`config.mk`:
```
export PLATFORM = sky130hd
export DESIGN_NAME = wwd_top
export DESIGN_NICKNAME = d
export VERILOG_FILES = /design/src/rtl/wwd_pkg.sv /design/src/rtl/wwd_sync.sv /design/src/rtl/wwd_top.sv
export SDC_FILE = /design/constraint.sdc
export NUM_CORES = 1
export LEC_CHECK = 0
export BUFFER_PORTS_ARGS = -buffer_cell sky130_fd_sc_hd__buf_4
export CORE_UTILIZATION = 52
export CTS_BUF_LIST = sky130_fd_sc_hd__clkbuf_8
export CTS_CLUSTER_DIAMETER = 30
export DETAILED_ROUTE_END_ITERATION = 10
export PLACE_DENSITY = 0.71
export SLEW_MARGIN = 20
export SYNTH_ARGS = -nofsm -noshare
export SYNTH_HDL_FRONTEND = slang
export SYNTH_SLANG_ARGS = --single-unit
```
`constraint.sdc`:
```
create_clock -name clock -period 9.7 [get_ports clock]
set_clock_uncertainty 0.15 [all_clocks]
set_input_delay 0.97 -clock clock [delete_from_list [all_inputs] [get_ports clock]]
set_output_delay 0.97 -clock clock [all_outputs]
set_load 0.05 [all_outputs]
```
`src/rtl/wwd_pkg.sv`:
```
// shared constants, register map and state types of the window watchdog gating block
package wwd_pkg;

  // clock and timing
  localparam int CLK_PERIOD_NS = 10;
  localparam int DP_TIME_NS = 100000;
  localparam int TR_TIME_NS = 1000000;
  localparam int HOLD_TIME_NS = 500000;
  // a longest time rounds down, and never below one cycle
  localparam int DP_CYCLES = (DP_TIME_NS / CLK_PERIOD_NS) < 1 ? 1 : (DP_TIME_NS / CLK_PERIOD_NS);
  localparam int TR_CYCLES = (TR_TIME_NS / CLK_PERIOD_NS) < 1 ? 1 : (TR_TIME_NS / CLK_PERIOD_NS);
  localparam int HOLD_CYCLES = (HOLD_TIME_NS / CLK_PERIOD_NS) < 1 ? 1 :
                               (HOLD_TIME_NS / CLK_PERIOD_NS);

  // widths
  localparam int CNT_W = 24;
  localparam int ADDR_W = 8;
  localparam int DATA_W = 32;
  localparam int TRIG_CNT_W = 8;

  // register byte addresses
  localparam logic [ADDR_W-1:0] OFS_CTRL = 8'h00;
  localparam logic [ADDR_W-1:0] OFS_DP_COUNT = 8'h04;
  localparam logic [ADDR_W-1:0] OFS_TR_COUNT = 8'h08;
  localparam logic [ADDR_W-1:0] OFS_HOLD_COUNT = 8'h0c;
  localparam logic [ADDR_W-1:0] OFS_STATUS = 8'h10;

  // control fields
  localparam int CTRL_ENABLE_PIN_VARIANT = 0;
  localparam int CTRL_CURRENT_GATE = 1;
  localparam logic [1:0] CTRL_RESET = 2'h2;

  // status fields
  localparam int ST_STATE_LSB = 0;
  localparam int ST_MONITOR = 2;
  localparam int ST_CURRENT_ACT = 3;
  localparam int ST_FAULT_OUT = 4;
  localparam int ST_CAUSE_TIMEOUT = 5;
  localparam int ST_CAUSE_DOUBLE = 6;
  localparam int ST_TRIG_CNT_LSB = 8;

  // synchronised pin bundle
  typedef struct packed {
    logic trigger_input;
    logic adjust_tied_low;
    logic adjust_tied_high;
    logic enable_input;
    logic current_above_act;
    logic current_below_deact;
    logic supply_input_ok;
    logic regulated_supply_ok;
    logic reset_output_n;
  } wwd_pins_t;

  localparam int PINS_W = $bits(wwd_pins_t);

  typedef enum logic [1:0] {
    WWD_OFF,
    WWD_OPEN,
    WWD_CLOSED,
    WWD_FAULT
  } wwd_fsm_t;

  typedef struct packed {
    wwd_fsm_t fsm;
    logic [CNT_W-1:0] tr_cnt;
    logic [CNT_W-1:0] win_cnt;
    logic cur_act;
    logic trig_prev;
    logic fault_n;
    logic merged_n;
    logic cause_timeout;
    logic cause_double;
    logic [TRIG_CNT_W-1:0] trig_cnt;
    logic [1:0] ctrl;
    logic [CNT_W-1:0] dp_lim;
    logic [CNT_W-1:0] tr_lim;
    logic [CNT_W-1:0] hold_lim;
    logic [DATA_W-1:0] prdata;
    logic pslverr;
  } wwd_state_t;

endpackage

```
`src/rtl/wwd_sync.sv`:
```
// two-flop synchroniser for the asynchronous pin inputs
`timescale 1ns/1ps
`default_nettype none
module wwd_sync #(
  parameter int W = 1
) (
  input wire logic clock,
  input wire logic resetn,
  input wire logic [W-1:0] async_in,
  output logic [W-1:0] sync_out
);

  typedef struct packed {
    logic [W-1:0] meta;
    logic [W-1:0] sync;
  } wwd_sync_state_t;

  wwd_sync_state_t s_reg;
  wwd_sync_state_t s_next;

  always_comb begin
    s_next.meta = async_in;
    s_next.sync = s_reg.meta;
  end

  // both stages clear to low, so a floating trigger sits low and yields no edge
  always_ff @(posedge clock or negedge resetn) begin
    if (!resetn) begin
      s_reg <= '0;
    end else begin
      s_reg <= s_next;
    end
  end

  assign sync_out = s_reg.sync;

endmodule // wwd_sync
`default_nettype wire

```
`src/rtl/wwd_top.sv`:
```
// window watchdog gating, trigger input and fault output with an apb register slave
//
// The implementer's own choices: the register offsets and register access over APB.
`timescale 1ns/1ps
`default_nettype none
module wwd_top #(
  parameter logic [wwd_pkg::CNT_W-1:0] DP_CYCLES = wwd_pkg::CNT_W'(wwd_pkg::DP_CYCLES),
  parameter logic [wwd_pkg::CNT_W-1:0] TR_CYCLES = wwd_pkg::CNT_W'(wwd_pkg::TR_CYCLES),
  parameter logic [wwd_pkg::CNT_W-1:0] HOLD_CYCLES = wwd_pkg::CNT_W'(wwd_pkg::HOLD_CYCLES)
) (
  input wire logic clock,
  input wire logic resetn,
  // apb slave
  input wire logic psel,
  input wire logic penable,
  input wire logic pwrite,
  input wire logic [wwd_pkg::ADDR_W-1:0] paddr,
  input wire logic [wwd_pkg::DATA_W-1:0] pwdata,
  output logic [wwd_pkg::DATA_W-1:0] prdata,
  output logic pready,
  output logic pslverr,
  // pins, inputs all asynchronous to clock
  input wire logic trigger_input,
  input wire logic adjust_tied_low,
  input wire logic adjust_tied_high,
  input wire logic enable_input,
  input wire logic current_above_act,
  input wire logic current_below_deact,
  input wire logic supply_input_ok,
  input wire logic regulated_supply_ok,
  input wire logic reset_output_n,
  output logic watchdog_fault_output_n,
  output logic merged_fault_output_n,
  output logic monitor_active
);

  wwd_pkg::wwd_pins_t pins_async;
  wwd_pkg::wwd_pins_t pins;
  wwd_pkg::wwd_state_t s_reg;
  wwd_pkg::wwd_state_t s_next;

  logic mon;
  logic trig_rise;
  logic trig_ok;
  logic cur_act_next;
  logic wr_en;
  logic rd_setup;
  logic addr_ok;
  logic [wwd_pkg::DATA_W-1:0] rd_mux;

  // a limit of zero acts as one cycle, so every window has some length
  function automatic logic expired(input logic [wwd_pkg::CNT_W-1:0] cnt,
                                   input logic [wwd_pkg::CNT_W-1:0] lim);
    logic [wwd_pkg::CNT_W-1:0] last;
    last = (lim == '0) ? '0 : lim - 1'b1;
    return cnt >= last;
  endfunction

  function automatic logic [wwd_pkg::CNT_W-1:0] bump(input logic [wwd_pkg::CNT_W-1:0] cnt);
    return (cnt == '1) ? cnt : cnt + 1'b1;
  endfunction

  function automatic logic known_addr(input logic [wwd_pkg::ADDR_W-1:0] a);
    return (a == wwd_pkg::OFS_CTRL) || (a == wwd_pkg::OFS_DP_COUNT) ||
           (a == wwd_pkg::OFS_TR_COUNT) || (a == wwd_pkg::OFS_HOLD_COUNT) ||
           (a == wwd_pkg::OFS_STATUS);
  endfunction

  assign pins_async.trigger_input = trigger_input;
  assign pins_async.adjust_tied_low = adjust_tied_low;
  assign pins_async.adjust_tied_high = adjust_tied_high;
  assign pins_async.enable_input = enable_input;
  assign pins_async.current_above_act = current_above_act;
  assign pins_async.current_below_deact = current_below_deact;
  assign pins_async.supply_input_ok = supply_input_ok;
  assign pins_async.regulated_supply_ok = regulated_supply_ok;
  assign pins_async.reset_output_n = reset_output_n;

  // every pin passes two flops; the chain resets low like a pull-down
  wwd_sync #(
    .W(wwd_pkg::PINS_W)
  ) u_sync (
    .clock(clock),
    .resetn(resetn),
    .async_in(pins_async),
    .sync_out(pins)
  );

  // current hysteresis latch: the band between thresholds holds the last decision
  always_comb begin
    cur_act_next = s_reg.cur_act;
    if (!pins.supply_input_ok) begin
      cur_act_next = 1'b0;
    end else if (s_reg.ctrl[wwd_pkg::CTRL_ENABLE_PIN_VARIANT] && !pins.enable_input) begin
      cur_act_next = 1'b0; // detection also stops while disabled
    end else if (pins.current_above_act) begin
      cur_act_next = 1'b1;
    end else if (pins.current_below_deact) begin
      cur_act_next = 1'b0;
    end
  end

  // monitoring gate
  always_comb begin
    mon = 1'b0;
    if (!pins.regulated_supply_ok) begin
      mon = 1'b0;
    end else if (s_reg.ctrl[wwd_pkg::CTRL_ENABLE_PIN_VARIANT]) begin
      mon = pins.enable_input &&
            (s_reg.cur_act || !s_reg.ctrl[wwd_pkg::CTRL_CURRENT_GATE]);
    end else if (pins.adjust_tied_low) begin
      mon = 1'b0;
    end else if (pins.adjust_tied_high) begin
      mon = 1'b1;
    end else begin
      mon = s_reg.cur_act;
    end
  end

  assign trig_rise = pins.trigger_input && !s_reg.trig_prev;
  assign trig_ok = trig_rise && mon && s_reg.fault_n &&
                   ((s_reg.fsm == wwd_pkg::WWD_OPEN) || (s_reg.fsm == wwd_pkg::WWD_CLOSED));

  // apb: read data is caught in the setup cycle so the access phase needs no wait
  assign rd_setup = psel && !penable && !pwrite;
  assign wr_en = psel && penable && pwrite && addr_ok;
  assign addr_ok = known_addr(paddr);

  always_comb begin
    rd_mux = '0;
    case (paddr)
      wwd_pkg::OFS_CTRL: begin
        rd_mux[1:0] = s_reg.ctrl;
      end
      wwd_pkg::OFS_DP_COUNT: begin
        rd_mux[wwd_pkg::CNT_W-1:0] = s_reg.dp_lim;
      end
      wwd_pkg::OFS_TR_COUNT: begin
        rd_mux[wwd_pkg::CNT_W-1:0] = s_reg.tr_lim;
      end
      wwd_pkg::OFS_HOLD_COUNT: begin
        rd_mux[wwd_pkg::CNT_W-1:0] = s_reg.hold_lim;
      end
      wwd_pkg::OFS_STATUS: begin
        rd_mux[wwd_pkg::ST_STATE_LSB +: 2] = s_reg.fsm;
        rd_mux[wwd_pkg::ST_MONITOR] = mon;
        rd_mux[wwd_pkg::ST_CURRENT_ACT] = s_reg.cur_act;
        rd_mux[wwd_pkg::ST_FAULT_OUT] = s_reg.fault_n;
        rd_mux[wwd_pkg::ST_CAUSE_TIMEOUT] = s_reg.cause_timeout;
        rd_mux[wwd_pkg::ST_CAUSE_DOUBLE] = s_reg.cause_double;
        rd_mux[wwd_pkg::ST_TRIG_CNT_LSB +: wwd_pkg::TRIG_CNT_W] = s_reg.trig_cnt;
      end
      default: begin
        rd_mux = '0;
      end
    endcase
  end

  always_comb begin
    s_next = s_reg;
    s_next.cur_act = cur_act_next;
    s_next.trig_prev = pins.trigger_input;

    // register writes take effect at the access edge
    if (wr_en) begin
      case (paddr)
        wwd_pkg::OFS_CTRL: begin
          s_next.ctrl = pwdata[1:0];
        end
        wwd_pkg::OFS_DP_COUNT: begin
          s_next.dp_lim = pwdata[wwd_pkg::CNT_W-1:0];
        end
        wwd_pkg::OFS_TR_COUNT: begin
          s_next.tr_lim = pwdata[wwd_pkg::CNT_W-1:0];
        end
        wwd_pkg::OFS_HOLD_COUNT: begin
          s_next.hold_lim = pwdata[wwd_pkg::CNT_W-1:0];
        end
        default: begin
          s_next.ctrl = s_reg.ctrl;
        end
      endcase
    end
    if (psel && !penable) begin
      s_next.prdata = rd_setup ? rd_mux : '0;
      s_next.pslverr = !addr_ok;
    end

    // window state machine
    case (s_reg.fsm)
      wwd_pkg::WWD_OFF: begin
        s_next.tr_cnt = '0;
        s_next.win_cnt = '0;
        if (mon) begin
          s_next.fsm = wwd_pkg::WWD_OPEN;
        end
      end
      wwd_pkg::WWD_OPEN: begin
        if (!mon) begin
          // deactivation with output high drops the elapsed time
          s_next.fsm = wwd_pkg::WWD_OFF;
          s_next.tr_cnt = '0;
          s_next.win_cnt = '0;
        end else if (trig_ok) begin
          s_next.fsm = wwd_pkg::WWD_CLOSED;
          s_next.tr_cnt = '0;
          s_next.win_cnt = '0;
          s_next.trig_cnt = s_reg.trig_cnt + 1'b1;
        end else if (expired(s_reg.tr_cnt, s_reg.tr_lim)) begin
          s_next.fsm = wwd_pkg::WWD_FAULT;
          s_next.win_cnt = '0;
          s_next.cause_timeout = 1'b1;
          s_next.cause_double = 1'b0;
        end else begin
          s_next.tr_cnt = bump(s_reg.tr_cnt);
        end
      end
      wwd_pkg::WWD_CLOSED: begin
        if (!mon) begin
          s_next.fsm = wwd_pkg::WWD_OFF;
          s_next.tr_cnt = '0;
          s_next.win_cnt = '0;
        end else if (trig_ok) begin
          s_next.fsm = wwd_pkg::WWD_FAULT;
          s_next.win_cnt = '0;
          s_next.trig_cnt = s_reg.trig_cnt + 1'b1;
          s_next.cause_timeout = 1'b0;
          s_next.cause_double = 1'b1;
        end else if (expired(s_reg.win_cnt, s_reg.dp_lim)) begin
          s_next.fsm = wwd_pkg::WWD_OPEN;
          s_next.win_cnt = '0;
          s_next.tr_cnt = bump(s_reg.tr_cnt);
        end else begin
          s_next.win_cnt = bump(s_reg.win_cnt);
          s_next.tr_cnt = bump(s_reg.tr_cnt);
        end
      end
      wwd_pkg::WWD_FAULT: begin
        // the hold runs to its end even when monitoring drops meanwhile, unless regulated_supply_ok falls and forces WWD_OFF
        if (expired(s_reg.win_cnt, s_reg.hold_lim)) begin
          s_next.fsm = mon ? wwd_pkg::WWD_OPEN : wwd_pkg::WWD_OFF;
          s_next.win_cnt = '0;
          s_next.tr_cnt = '0;
        end else begin
          s_next.win_cnt = bump(s_reg.win_cnt);
        end
      end
      default: begin
        s_next.fsm = wwd_pkg::WWD_OFF;
      end
    endcase

    // supply below detection puts the timer back to its initial state
    if (!pins.regulated_supply_ok) begin
      s_next.fsm = wwd_pkg::WWD_OFF;
      s_next.tr_cnt = '0;
      s_next.win_cnt = '0;
    end

    s_next.fault_n = (s_next.fsm != wwd_pkg::WWD_FAULT);
    s_next.merged_n = s_next.fault_n && pins.reset_output_n;
  end

  always_ff @(posedge clock or negedge resetn) begin
    if (!resetn) begin
      s_reg.fsm <= wwd_pkg::WWD_OFF;
      s_reg.tr_cnt <= '0;
      s_reg.win_cnt <= '0;
      s_reg.cur_act <= 1'b0;
      s_reg.trig_prev <= 1'b0;
      s_reg.fault_n <= 1'b1;
      s_reg.merged_n <= 1'b0;
      s_reg.cause_timeout <= 1'b0;
      s_reg.cause_double <= 1'b0;
      s_reg.trig_cnt <= '0;
      s_reg.ctrl <= wwd_pkg::CTRL_RESET;
      s_reg.dp_lim <= DP_CYCLES;
      s_reg.tr_lim <= TR_CYCLES;
      s_reg.hold_lim <= HOLD_CYCLES;
      s_reg.prdata <= '0;
      s_reg.pslverr <= 1'b0;
    end else begin
      s_reg <= s_next;
    end
  end

  assign prdata = s_reg.prdata;
  assign pready = 1'b1;
  assign pslverr = psel && penable && s_reg.pslverr;
  assign watchdog_fault_output_n = s_reg.fault_n;
  assign merged_fault_output_n = s_reg.merged_n;
  assign monitor_active = mon;

endmodule // wwd_top
`default_nettype wire

```
==> results of run 1 <==
==> worst reg2reg max path: stages, from the launching register on <==
cell and delay [ps]:
dfrtp_1 470, nor4_1 430, nand2_1 110, or2_1 270, nor2_1 230, nand2_1 160
nor3_2 440, nand2_2 340, nand2_1 170, ha_1 250, a211o_1 250, a31oi_1 150
nor3_1 90, o311ai_2 500, nand3_1 280, o211ai_2 860, nor4_1 170, o22a_1 240
==> stage by stage <==
step / total power [mW] / setup WS, ps / hold slack [ps] / util
floorplan: 0.986 / 5480 / 181 / -
global placement: 1.06 / 4260 / 184 / 0.557
detailed placement: 1.07 / 4210 / 185 / 0.557
CTS: 1.63 / 4200 / 214 / 0.578
global route: 1.70 / 3690 / 220 / 0.578
finish: 1.62 / 4070 / 210 / 0.578
==> worst paths after layout <==
kind | from | to | slack, ps | depth (start not counted)
setup / recovery | s_reg[36] | s_reg[154] | 4070 | 17
hold / removal | u_sync.s_next[2] | u_sync.sync_out[2] | 210 | 0
setup reg to reg | s_reg[36] | s_reg[154] | 4070 | 17
hold reg to reg | u_sync.s_next[2] | u_sync.sync_out[2] | 210 | 0
max in group asynchronous | resetn | s_reg[70] | 7430 | 2
min in group asynchronous | resetn | s_reg[123] | 430 | 1
==> area by class of cell <==
class / count / area [um^2] / share of cell area
Sequential cell: 181 / 4550 / 0.360
Clock buffer: 17 / 234 / 0.0185
Tap cell: 280 / 350 / 0.0277
Clock inverter: 15 / 211 / 0.0167
Timing Repair Buffer: 81 / 612 / 0.0484
Inverter: 26 / 97.6 / 0.00771
Multi-Input combinational cell: 937 / 6590 / 0.521
==> Yosys cell counts, types with 5 or more instances <==
cell        n
nor2_1     77
inv_1      26
or3_1      13
o31ai_1    16
nor4_1     20
buf_2      12
clkbuf_1   22
ha_1       84
dfstp_2    19
a22oi_1    38
a22o_1     15
o41ai_1     5
nand3b_1    6
a21oi_1    40
a41oi_1     5
xor2_1     34
or4_1       6
a31oi_1    13
nand3_1    26
nand2_1   159
buf_4      37
nand2b_1   15
and3_1     13
xnor2_1    49
nor3_1     46
mux2_2     82
nor2b_1    12
o21ai_0    61
dfrtp_1   162
nand4_1    20
==> where the power goes <==
group / internal [mW] / switching, mW
registers: 0.767 / 0.0141
clock network: 0.210 / 0.357
logic: 0.104 / 0.173
==> kinds of logic (layout without fill, tap and decap cells) <==
family,after synthesis,after routing
and+or+nand+nor,446,446
AOI/OAI and AO/OA,227,227
DFF,181,181
buffers and inverters,102,139
muxes,88,88
adders and majority gates,84,84
xor gates and xnor gates,83,83
other,2,9
==> cell usage in the layout, fill, tap and decap left out, types with 9 or more instances in the layout <==
cell,instances
nand3_1,26
a31oi_1,13
o31ai_1,16
xnor2_1,49
o21ai_0,61
conb_1,9
mux2_2,82
nor2_1,77
nand2b_1,15
nand4_1,20
a22oi_1,38
buf_4,80
ha_1,84
xor2_1,34
a21oi_1,40
dfstp_2,19
clkbuf_8,17
nand2_1,158
dfrtp_1,162
and3_1,13
nor4_1,20
inv_1,26
nor3_1,46
or3_1,13
a22o_1,15
nor2b_1,12
==> routing by layer <==
| metal | GRT usage | vias to the layer above | share of wire |
|---|---|---|---|
| met2 | 0.388 | 252 | 0.45 |
| met5 | 0 | - | 0 |
| met3 | 0.0482 | 31 | 0.054 |
| li1 | - | 4430 | - |
| met1 | 0.361 | 4575 | 0.47 |
| met4 | 0.0729 | 0 | 0.019 |
==> metrics.txt, run 1 <==
Remaining DRCs=0; Placed Area=12200 um^2; crit path kind=reg -> reg; Final nets=1382; Worst Path Required=just under 10000 ps; ANT nets after route=0; setup TNS=0 ps; Buf/Inv on CP=0; Crit path arrival time=around 6000 ps; XOR/XNOR Fraction of Synth Area=0.0623; Post-synth top flop=dfrtp_1; Resize count post-CTS=0; Fillers=1961; Clock Latency Late Sink=about 500 ps; worst hold path type=reg -> reg; H-Tree Level Count=4; compound-gate portion of the synthesized area=0.133; Max-Cap Viols=0; gr usage total=0.252; clock root buffer=clkbuf_8; status=finished clean; most frequent CP cell=nand2_1; first-pass GRT wire length=46.4 mm; Crit Path Max Fanout=26; Slew Limit Fails=0; Pwr Density=128 nW/um^2; Worst Max-Slew Pin Slew=1070 ps; IO Pins=91; WL per Instance=18.8 um; row count=54; Post-synth EDFFs=0; Antenna diodes=0; post-CTS setup buffers=0; via/cell ratio=a little over 6; slew margin rel.=0.282; die span in x=152 um; Yosys top cell by area=dfrtp_1; final hold vios=0; initial antenna violation count=0; largest family of logic cells by synthesized area=simple AND/OR/NAND/NOR gates; Area Overhead vs Synth=8.41%; Num CTS Buffers=17; VDD IR max=0.0000822 V; initial core utilization=0.533; clock sink count=roughly 180; Core Area=21900 um^2; Synth Register Bits=181; placed insts=1505; worst-path cell chain=nor4_1, nand2_1, or2_1, nor2_1, nand2_1, nor3_2, nand2_2, nand2_1, ha_1, a211o_1, a31oi_1, nor3_1, o311ai_2, nand3_1, o211ai_2, nor4_1, o22a_1; ys async rst share=1.00; Final setup viols=0; clk slew on worst S/H paths=between 100 and 150 ps; f_max=177 MHz; DR iter-0 viols=718; die area=23000 um^2; TritonRoute pass-1 iters=5; Pleak=5.89 nW; CTS tree=built; CTS Buffer Depth=2; Seq/Total Area, Yosys=0.390; crit start category=flip-flop; Port Buffers=73; vias in the first global route=between 8000 and 9000; top-area cell type share of the netlist area=0.347; Max stage delay cell, worst path=o211ai_2; total grt overflow=0; post-layout min period=5630 ps; Cell Area, Synth=11700 um^2; Syn Area/Cell=approximately 9.6 um^2; CTS Hold Bufs=0; Netlist cell types=81; layout cell share with drive strength beyond 1=0.189; critical path capture point type=flip-flop; simple-gate portion of the synthesized area=0.189; hpwl dp=approximately 21 mm; Post-Syn Instances=around 1200; Die H=152 um; CP top delay family=simple AND/OR/NAND/NOR gates; max reg flops=137; Final Cell Area=between 10000 and 15000 um^2; Post-Synth Adder-Cell Area=0.0901; largest net degree at the start of global routing=106; crit share post-route=0.581; via total after detailed routing=9288; mux cell area share after synthesis=0.0864; Finished Layout Cells=1537; max incr delay on CP=860 ps; Yosys warnings=0; routed wire length=28.9 mm; Placer Congestion=0.932; RSZ-0062 raised after global routing=false; synth top area cells=dfrtp_1 35%, ha_1 9.0%, mux2_2 7.9%
No activity file was read; power rests on OpenSTA's default activity.
==> run 2, diff against run 1 <==
--- a/config.mk
+++ b/config.mk
@@ -10,7 +10,7 @@
 export CTS_BUF_LIST = sky130_fd_sc_hd__clkbuf_8
 export CTS_CLUSTER_DIAMETER = 30
 export DETAILED_ROUTE_END_ITERATION = 10
-export PLACE_DENSITY = 0.71
+export PLACE_DENSITY = 0.73
 export SLEW_MARGIN = 20
 export SYNTH_ARGS = -nofsm -noshare
 export SYNTH_HDL_FRONTEND = slang
==> constraint.sdc (replaced) <==
create_clock -name clock -period 4.6 [get_ports clock]
set_clock_uncertainty 0.15 [all_clocks]
set_input_delay 0.46 -clock clock [delete_from_list [all_inputs] [get_ports clock]]
set_output_delay 0.46 -clock clock [all_outputs]
set_load 0.05 [all_outputs]
==> run 2 against run 1 <==
The flow now finishes with violations (negative hold slack). Largest cell class unchanged. Utilization is 5.7 points higher. Total power grew 120%. Via count increased by 6.9%. Worst setup slack got worse by 3900 ps. Sequential share of layout area shrank 3.2 points. Critical path type unchanged. Sequential cell count unchanged.
==> metrics.txt, run 2 (synthesis gave the netlist of run 1 again) <==
most frequent CP cell=buf_4; Num CTS Buffers=17; area occupied by multi-input gates=about 6900 um^2; largest net degree at the start of global routing=about 120; Die H=152 um; total grt overflow=0; critical path capture point type=flip-flop; die span in x=152 um; Area Overhead vs Synth=19.1%; worst hold path type=in -> async; Port Buffers=73; crit start category=flip-flop; max reg flops=approximately 140; row count=54; layout cell share with drive strength beyond 1=0.268; setup TNS=0 ps; Final nets=1485; most frequent cells in the layout=163 x buf_4, 162 x dfrtp_1, 157 x nand2_1, 83 x ha_1, 82 x mux2_2; clk slew on worst S/H paths=110 ps; IO Pins=between 90 and 100; DR iter-0 viols=775; gr usage total=0.276; failing checks=negative hold slack; Antenna diodes=0; WL per Instance=19.6 um; Buf/Inv on CP=5; slew margin rel.=0.357; pre-CTS setup slack=-278 ps; f_max=between 200 and 250 MHz; CTS tree=built; Crit path arrival time=~4700 ps; critical path depth=20; die area=23000 um^2; crit share post-route=0.969; VDD IR max=~0.00019 V; worst r2r dst=s_reg[143]; initial core utilization=0.533; routed wire length=32.2 mm; final hold vios=between 50 and 60; Fillers=1781; Remaining DRCs=0; Pleak=6.53 nW; first-pass GRT wire length=roughly 51 mm; H-Tree Level Count=4; R2R cell count=20; Clock Latency Late Sink=500 ps; vias in the first global route=~9500; Final WS setup=144 ps; Total Power=approximately 3.6 mW; ANT nets after route=0; status=finished, violations left; clock sink count=181; critical path endpoint=s_reg[143]; Crit Path Max Fanout=6; WHS=-42.6 ps; crit path kind=reg -> reg; commonest non-fill, non-tap cell in the layout=buf_4; worst-path cell chain=or4_4, nor3_4, buf_4, and3_4, nand2_2, nor4_4, xor2_1, nand2_1, ha_1, nand4_1, nor3_2, buf_4, nand4_1, o311ai_1, buf_4, o21ai_4, a31oi_4, buf_12, clkbuf_16, nor2_1; RSZ-0062 raised after global routing=true; Final setup viols=0; CTS Buffer Depth=2; Worst Path Required=4820 ps; hpwl dp=roughly 23 mm; post-layout min period=4460 ps; Max stage delay cell, worst path=or4_4; Reg2Reg Setup Slack=140 ps; Max-Cap Viols=0; Worst Max-Slew Pin Slew=approximately 960 ps; initial antenna violation count=0; Reg-to-Reg Start=s_reg[89]; clock root buffer=clkbuf_8; via total after detailed routing=just under 10000; Slew Limit Fails=0; CP top delay family=simple AND/OR/NAND/NOR gates; TritonRoute pass-1 iters=5; crit path from=s_reg[89]; via/cell ratio=6.05; Placer Congestion=~0.95; max incr delay on CP=~550 ps; Pwr Density=around 260 nW/um^2; Core Area=21900 um^2; total area of sequential cells=4550 um^2
run 2: cell count changes in the layout (fill, tap and decap cells not counted), moves of 4 or more:
cell	previous run	this run
nor4_4	1	6
buf_12	0	5
buf_4	80	163
nor4_1	20	12
dlygate4sd3_1	0	9
inv_12	5	1
run 2: worst min path at each step:
stage                                  to  slack (ps)  cells after the start
detailed placement     u_sync.sync_out[7]         180                      0
global placement       u_sync.sync_out[0]         180                      0
floorplan           merged_fault_output_n          10                      0
CTS                            s_reg[137]          30                      1
finish                         prdata[10]         -40                      1
global route                   prdata[10]          20                      1
run 2: worst register-to-register path, cell delays in order (launching register included):
cell,delay (ps)
dfstp_2,390
or4_4,550
nor3_4,220
buf_4,150
and3_4,200
nand2_2,100
nor4_4,290
xor2_1,170
nand2_1,70
ha_1,270
nand4_1,150
nor3_2,250
buf_4,160
nand4_1,90
o311ai_1,300
buf_4,210
o21ai_4,70
a31oi_4,180
buf_12,160
clkbuf_16,160
nor2_1,50
run 2: power by group:
part	leakage (nW)	switching (mW)	internal (mW)
sequential	2.39	0.0244	1.62
combinational	3.92	0.422	0.321
clock	0.220	0.722	0.479
total	6.53	1.17	2.42
run 2: stage by stage:
| stage | std cells | cell area, um^2 | util |
|---|---|---|---|
| 2_1_floorplan | 1220 | 11700 | - |
| 3_3_place_gp | 1587 | 12800 | 0.587 |
| 3_5_place_dp | 1587 | 12800 | 0.587 |
| 4_1_cts | 1631 | 13500 | 0.616 |
| 5_1_grt | 1640 | 13900 | 0.635 |
| 6_report | 1640 | 13900 | 0.635 |
run 2: area by class of cell:
type | count | share of cell area
timing repair buffer | 184 | 0.110
inverter | 26 | 0.00702
tap | 280 | 0.0252
clock inverter | 15 | 0.0161
sequential | 181 | 0.328
multi-input combinational | 937 | 0.498
clock buffer | 17 | 0.0168
run 2: repair_timing:
| action | in CTS | in global routing |
|---|---|---|
| setup endpoints to repair | 49 | 52 |
| gates resized for setup | 8 | 51 |
| pin swaps | 2 | 25 |
| hold buffers | 9 | 0 |
| buffers inserted | 3 | 7 |
| cloned | 0 | 3 |
| endpoints found under the hold margin | 9 | 0 |
run 2: routing by layer:
| metal | wire length, um | GRT usage | up-vias |
|---|---|---|---|
| li1 | - | - | 4639 |
| met1 | 14200 | 0.393 | 4892 |
| met2 | 15200 | 0.435 | 354 |
| met3 | 1960 | 0.0365 | 45 |
| met4 | 765 | 0.0905 | 0 |
| met5 | 0 | 0 | - |
==> run 3, diff against run 2 <==
--- a/config.mk
+++ b/config.mk
@@ -11,6 +11,7 @@
 export CTS_CLUSTER_DIAMETER = 30
 export DETAILED_ROUTE_END_ITERATION = 10
 export PLACE_DENSITY = 0.73
+export SETUP_SLACK_MARGIN = 0.3
 export SLEW_MARGIN = 20
 export SYNTH_ARGS = -nofsm -noshare
 export SYNTH_HDL_FRONTEND = slang
==> run 3 against run 2 <==
The run still ends with negative hold slack left. Global-route usage is 0.076 points higher. Combinational power increased by 8.6%. Worst hold slack worse by 8.0 ps. Design area up 7.6%.
==> metrics.txt, run 3 (synthesis gave the netlist of run 1 again) <==
vias in the first global route=about 9600; Pwr Density=approximately 240 nW/um^2; RSZ-0062 raised after global routing=true; die area=23000 um^2; Placed Area=about 13000 um^2; CTS Buffer Depth=2; Fillers=1598; Antenna diodes=0; Pleak=just under 7 nW; status=finished, violations left; first-pass GRT wire length=50.9 mm; WL met1=between 10 and 15 mm; Max-Cap Viols=0; clock root buffer=clkbuf_8; worst hold path type=in -> async; Final Cell Area=between 10000 and 15000 um^2; Die H=around 150 um; H-Tree Level Count=4; ANT nets after route=0; max reg flops=~140; TritonRoute pass-1 iters=5; f_max=225 MHz; Area Overhead vs Synth=28.1%; crit path from=s_reg[61]; gr usage total=0.277; post-layout min period=~4400 ps; slew margin rel.=0.353; Core Area=approximately 22000 um^2; most frequent cells in the layout=170 x buf_4, 162 x dfrtp_1, 154 x nand2_1, 83 x ha_1, 81 x mux2_2; max incr delay on CP=410 ps; Final nets=approximately 1500; Clock Latency Late Sink=510 ps; IO Pins=91; routed wire length=34.3 mm; clock sink count=approximately 180; Remaining DRCs=0; R2R cell count=18; die span in x=152 um; Worst Max-Slew Pin Slew=967 ps; failing checks=negative hold slack; CTS tree=built; WL per Instance=20.6 um; Final WS setup=158 ps; DR iter-0 viols=779; critical path endpoint=s_reg[129]; initial core utilization=0.533; initial antenna violation count=0; Crit Path Max Fanout=7; Worst Path Required=4830 ps; Final setup viols=0; row count=54; Num CTS Buffers=17; commonest non-fill, non-tap cell in the layout=buf_4; via/cell ratio=6.16; crit path kind=reg -> reg; layout cell share with drive strength beyond 1=0.350; critical path capture point type=flip-flop; total grt overflow=0; largest net degree at the start of global routing=116; Port Buffers=73; via total after detailed routing=between 10000 and 15000; hpwl dp=23.1 mm; met2 WL=16.3 mm; crit share post-route=0.966; worst-path cell chain=or3_4, nor4_4, buf_6, nand3_4, nor3_2, buf_4, a22oi_2, ha_1, nand4_1, nor4_4, buf_4, nor3b_4, nor4_4, buf_12, buf_12, nor4_4, xnor2_1, nor2_4; final hold vios=55; pre-CTS setup slack=-278 ps; setup TNS=0 ps; Crit path arrival time=~4700 ps; WHS=-50.6 ps; WL met3=between 1.5 and 2 mm; Max stage delay cell, worst path=or3_4; Reg-to-Reg Start=s_reg[61]; worst r2r dst=s_reg[129]; top routing layer in use=met4; Placer Congestion=about 0.95; Reg2Reg Setup Slack=160 ps; most frequent CP cell=nor4_4; crit start category=flip-flop; VDD IR max=0.000191 V; Slew Limit Fails=0; clk slew on worst S/H paths=120 ps; Total Power=3.66 mW
## run 3: timing repair
action | 4_1_cts | 5_1_grt
gates cloned | 0 | 7
pin swaps | 16 | 100
endpoints found under the hold margin | 9 | 0
setup buffers | 9 | 17
hold buffers | 9 | 0
setup endpoints to repair | 52 | 52
resized for setup | 31 | 214
## run 3: metrics by stage
step	util	instances
after floorplan	-	1220
after global placement	0.587	1587
after detailed placement	0.587	1587
after CTS	0.624	1637
after global routing	0.683	1661
final	0.683	1661
## run 3: worst min-delay path by stage
stage | depth (start not counted) | from | endpoint | slack, ps
floorplan | 0 | resetn | merged_fault_output_n | 10
global placement | 0 | u_sync.s_next[0] | u_sync.sync_out[0] | 180
detailed placement | 0 | u_sync.s_next[7] | u_sync.sync_out[7] | 180
CTS | 1 | resetn | s_reg[137] | 30
global route | 1 | resetn | prdata[10] | 30
finish | 1 | resetn | s_reg[137] | -50
## run 3: report_power, final
| group | total [mW] | switching (mW) | internal (mW) |
|---|---|---|---|
| clock | 1.21 | 0.729 | 0.479 |
| combinational | 0.807 | 0.454 | 0.353 |
| sequential | 1.64 | 0.0255 | 1.62 |
## run 3: final cells by class
cell class / count / area, um^2 / area share
Multi-Input combinational cell: 938 / 7710 / 0.515
Timing Repair Buffer: 204 / 1790 / 0.120
Clock buffer: 17 / 234 / 0.0156
Sequential cell: 181 / 4550 / 0.304
Tap cell: 280 / 350 / 0.0234
Inverter: 26 / 97.6 / 0.00653
Clock inverter: 15 / 224 / 0.0150
## run 3: layer usage
metal / track usage / up-vias
li1: - / 4688
met1: 0.395 / 5075
met2: 0.436 / 396
met3: 0.0348 / 66
met4: 0.0924 / 0
met5: 0 / -
## run 3: worst max-delay path, delay by kind of cell, from the launching register on
kind / cells / cell delay [ps]
buf+inv: 5 / 820
flops: 1 / 400
xor+xnor: 1 / 200
fa+ha+maj: 1 / 320
simple gates: 10 / 2360
compound gates: 1 / 80
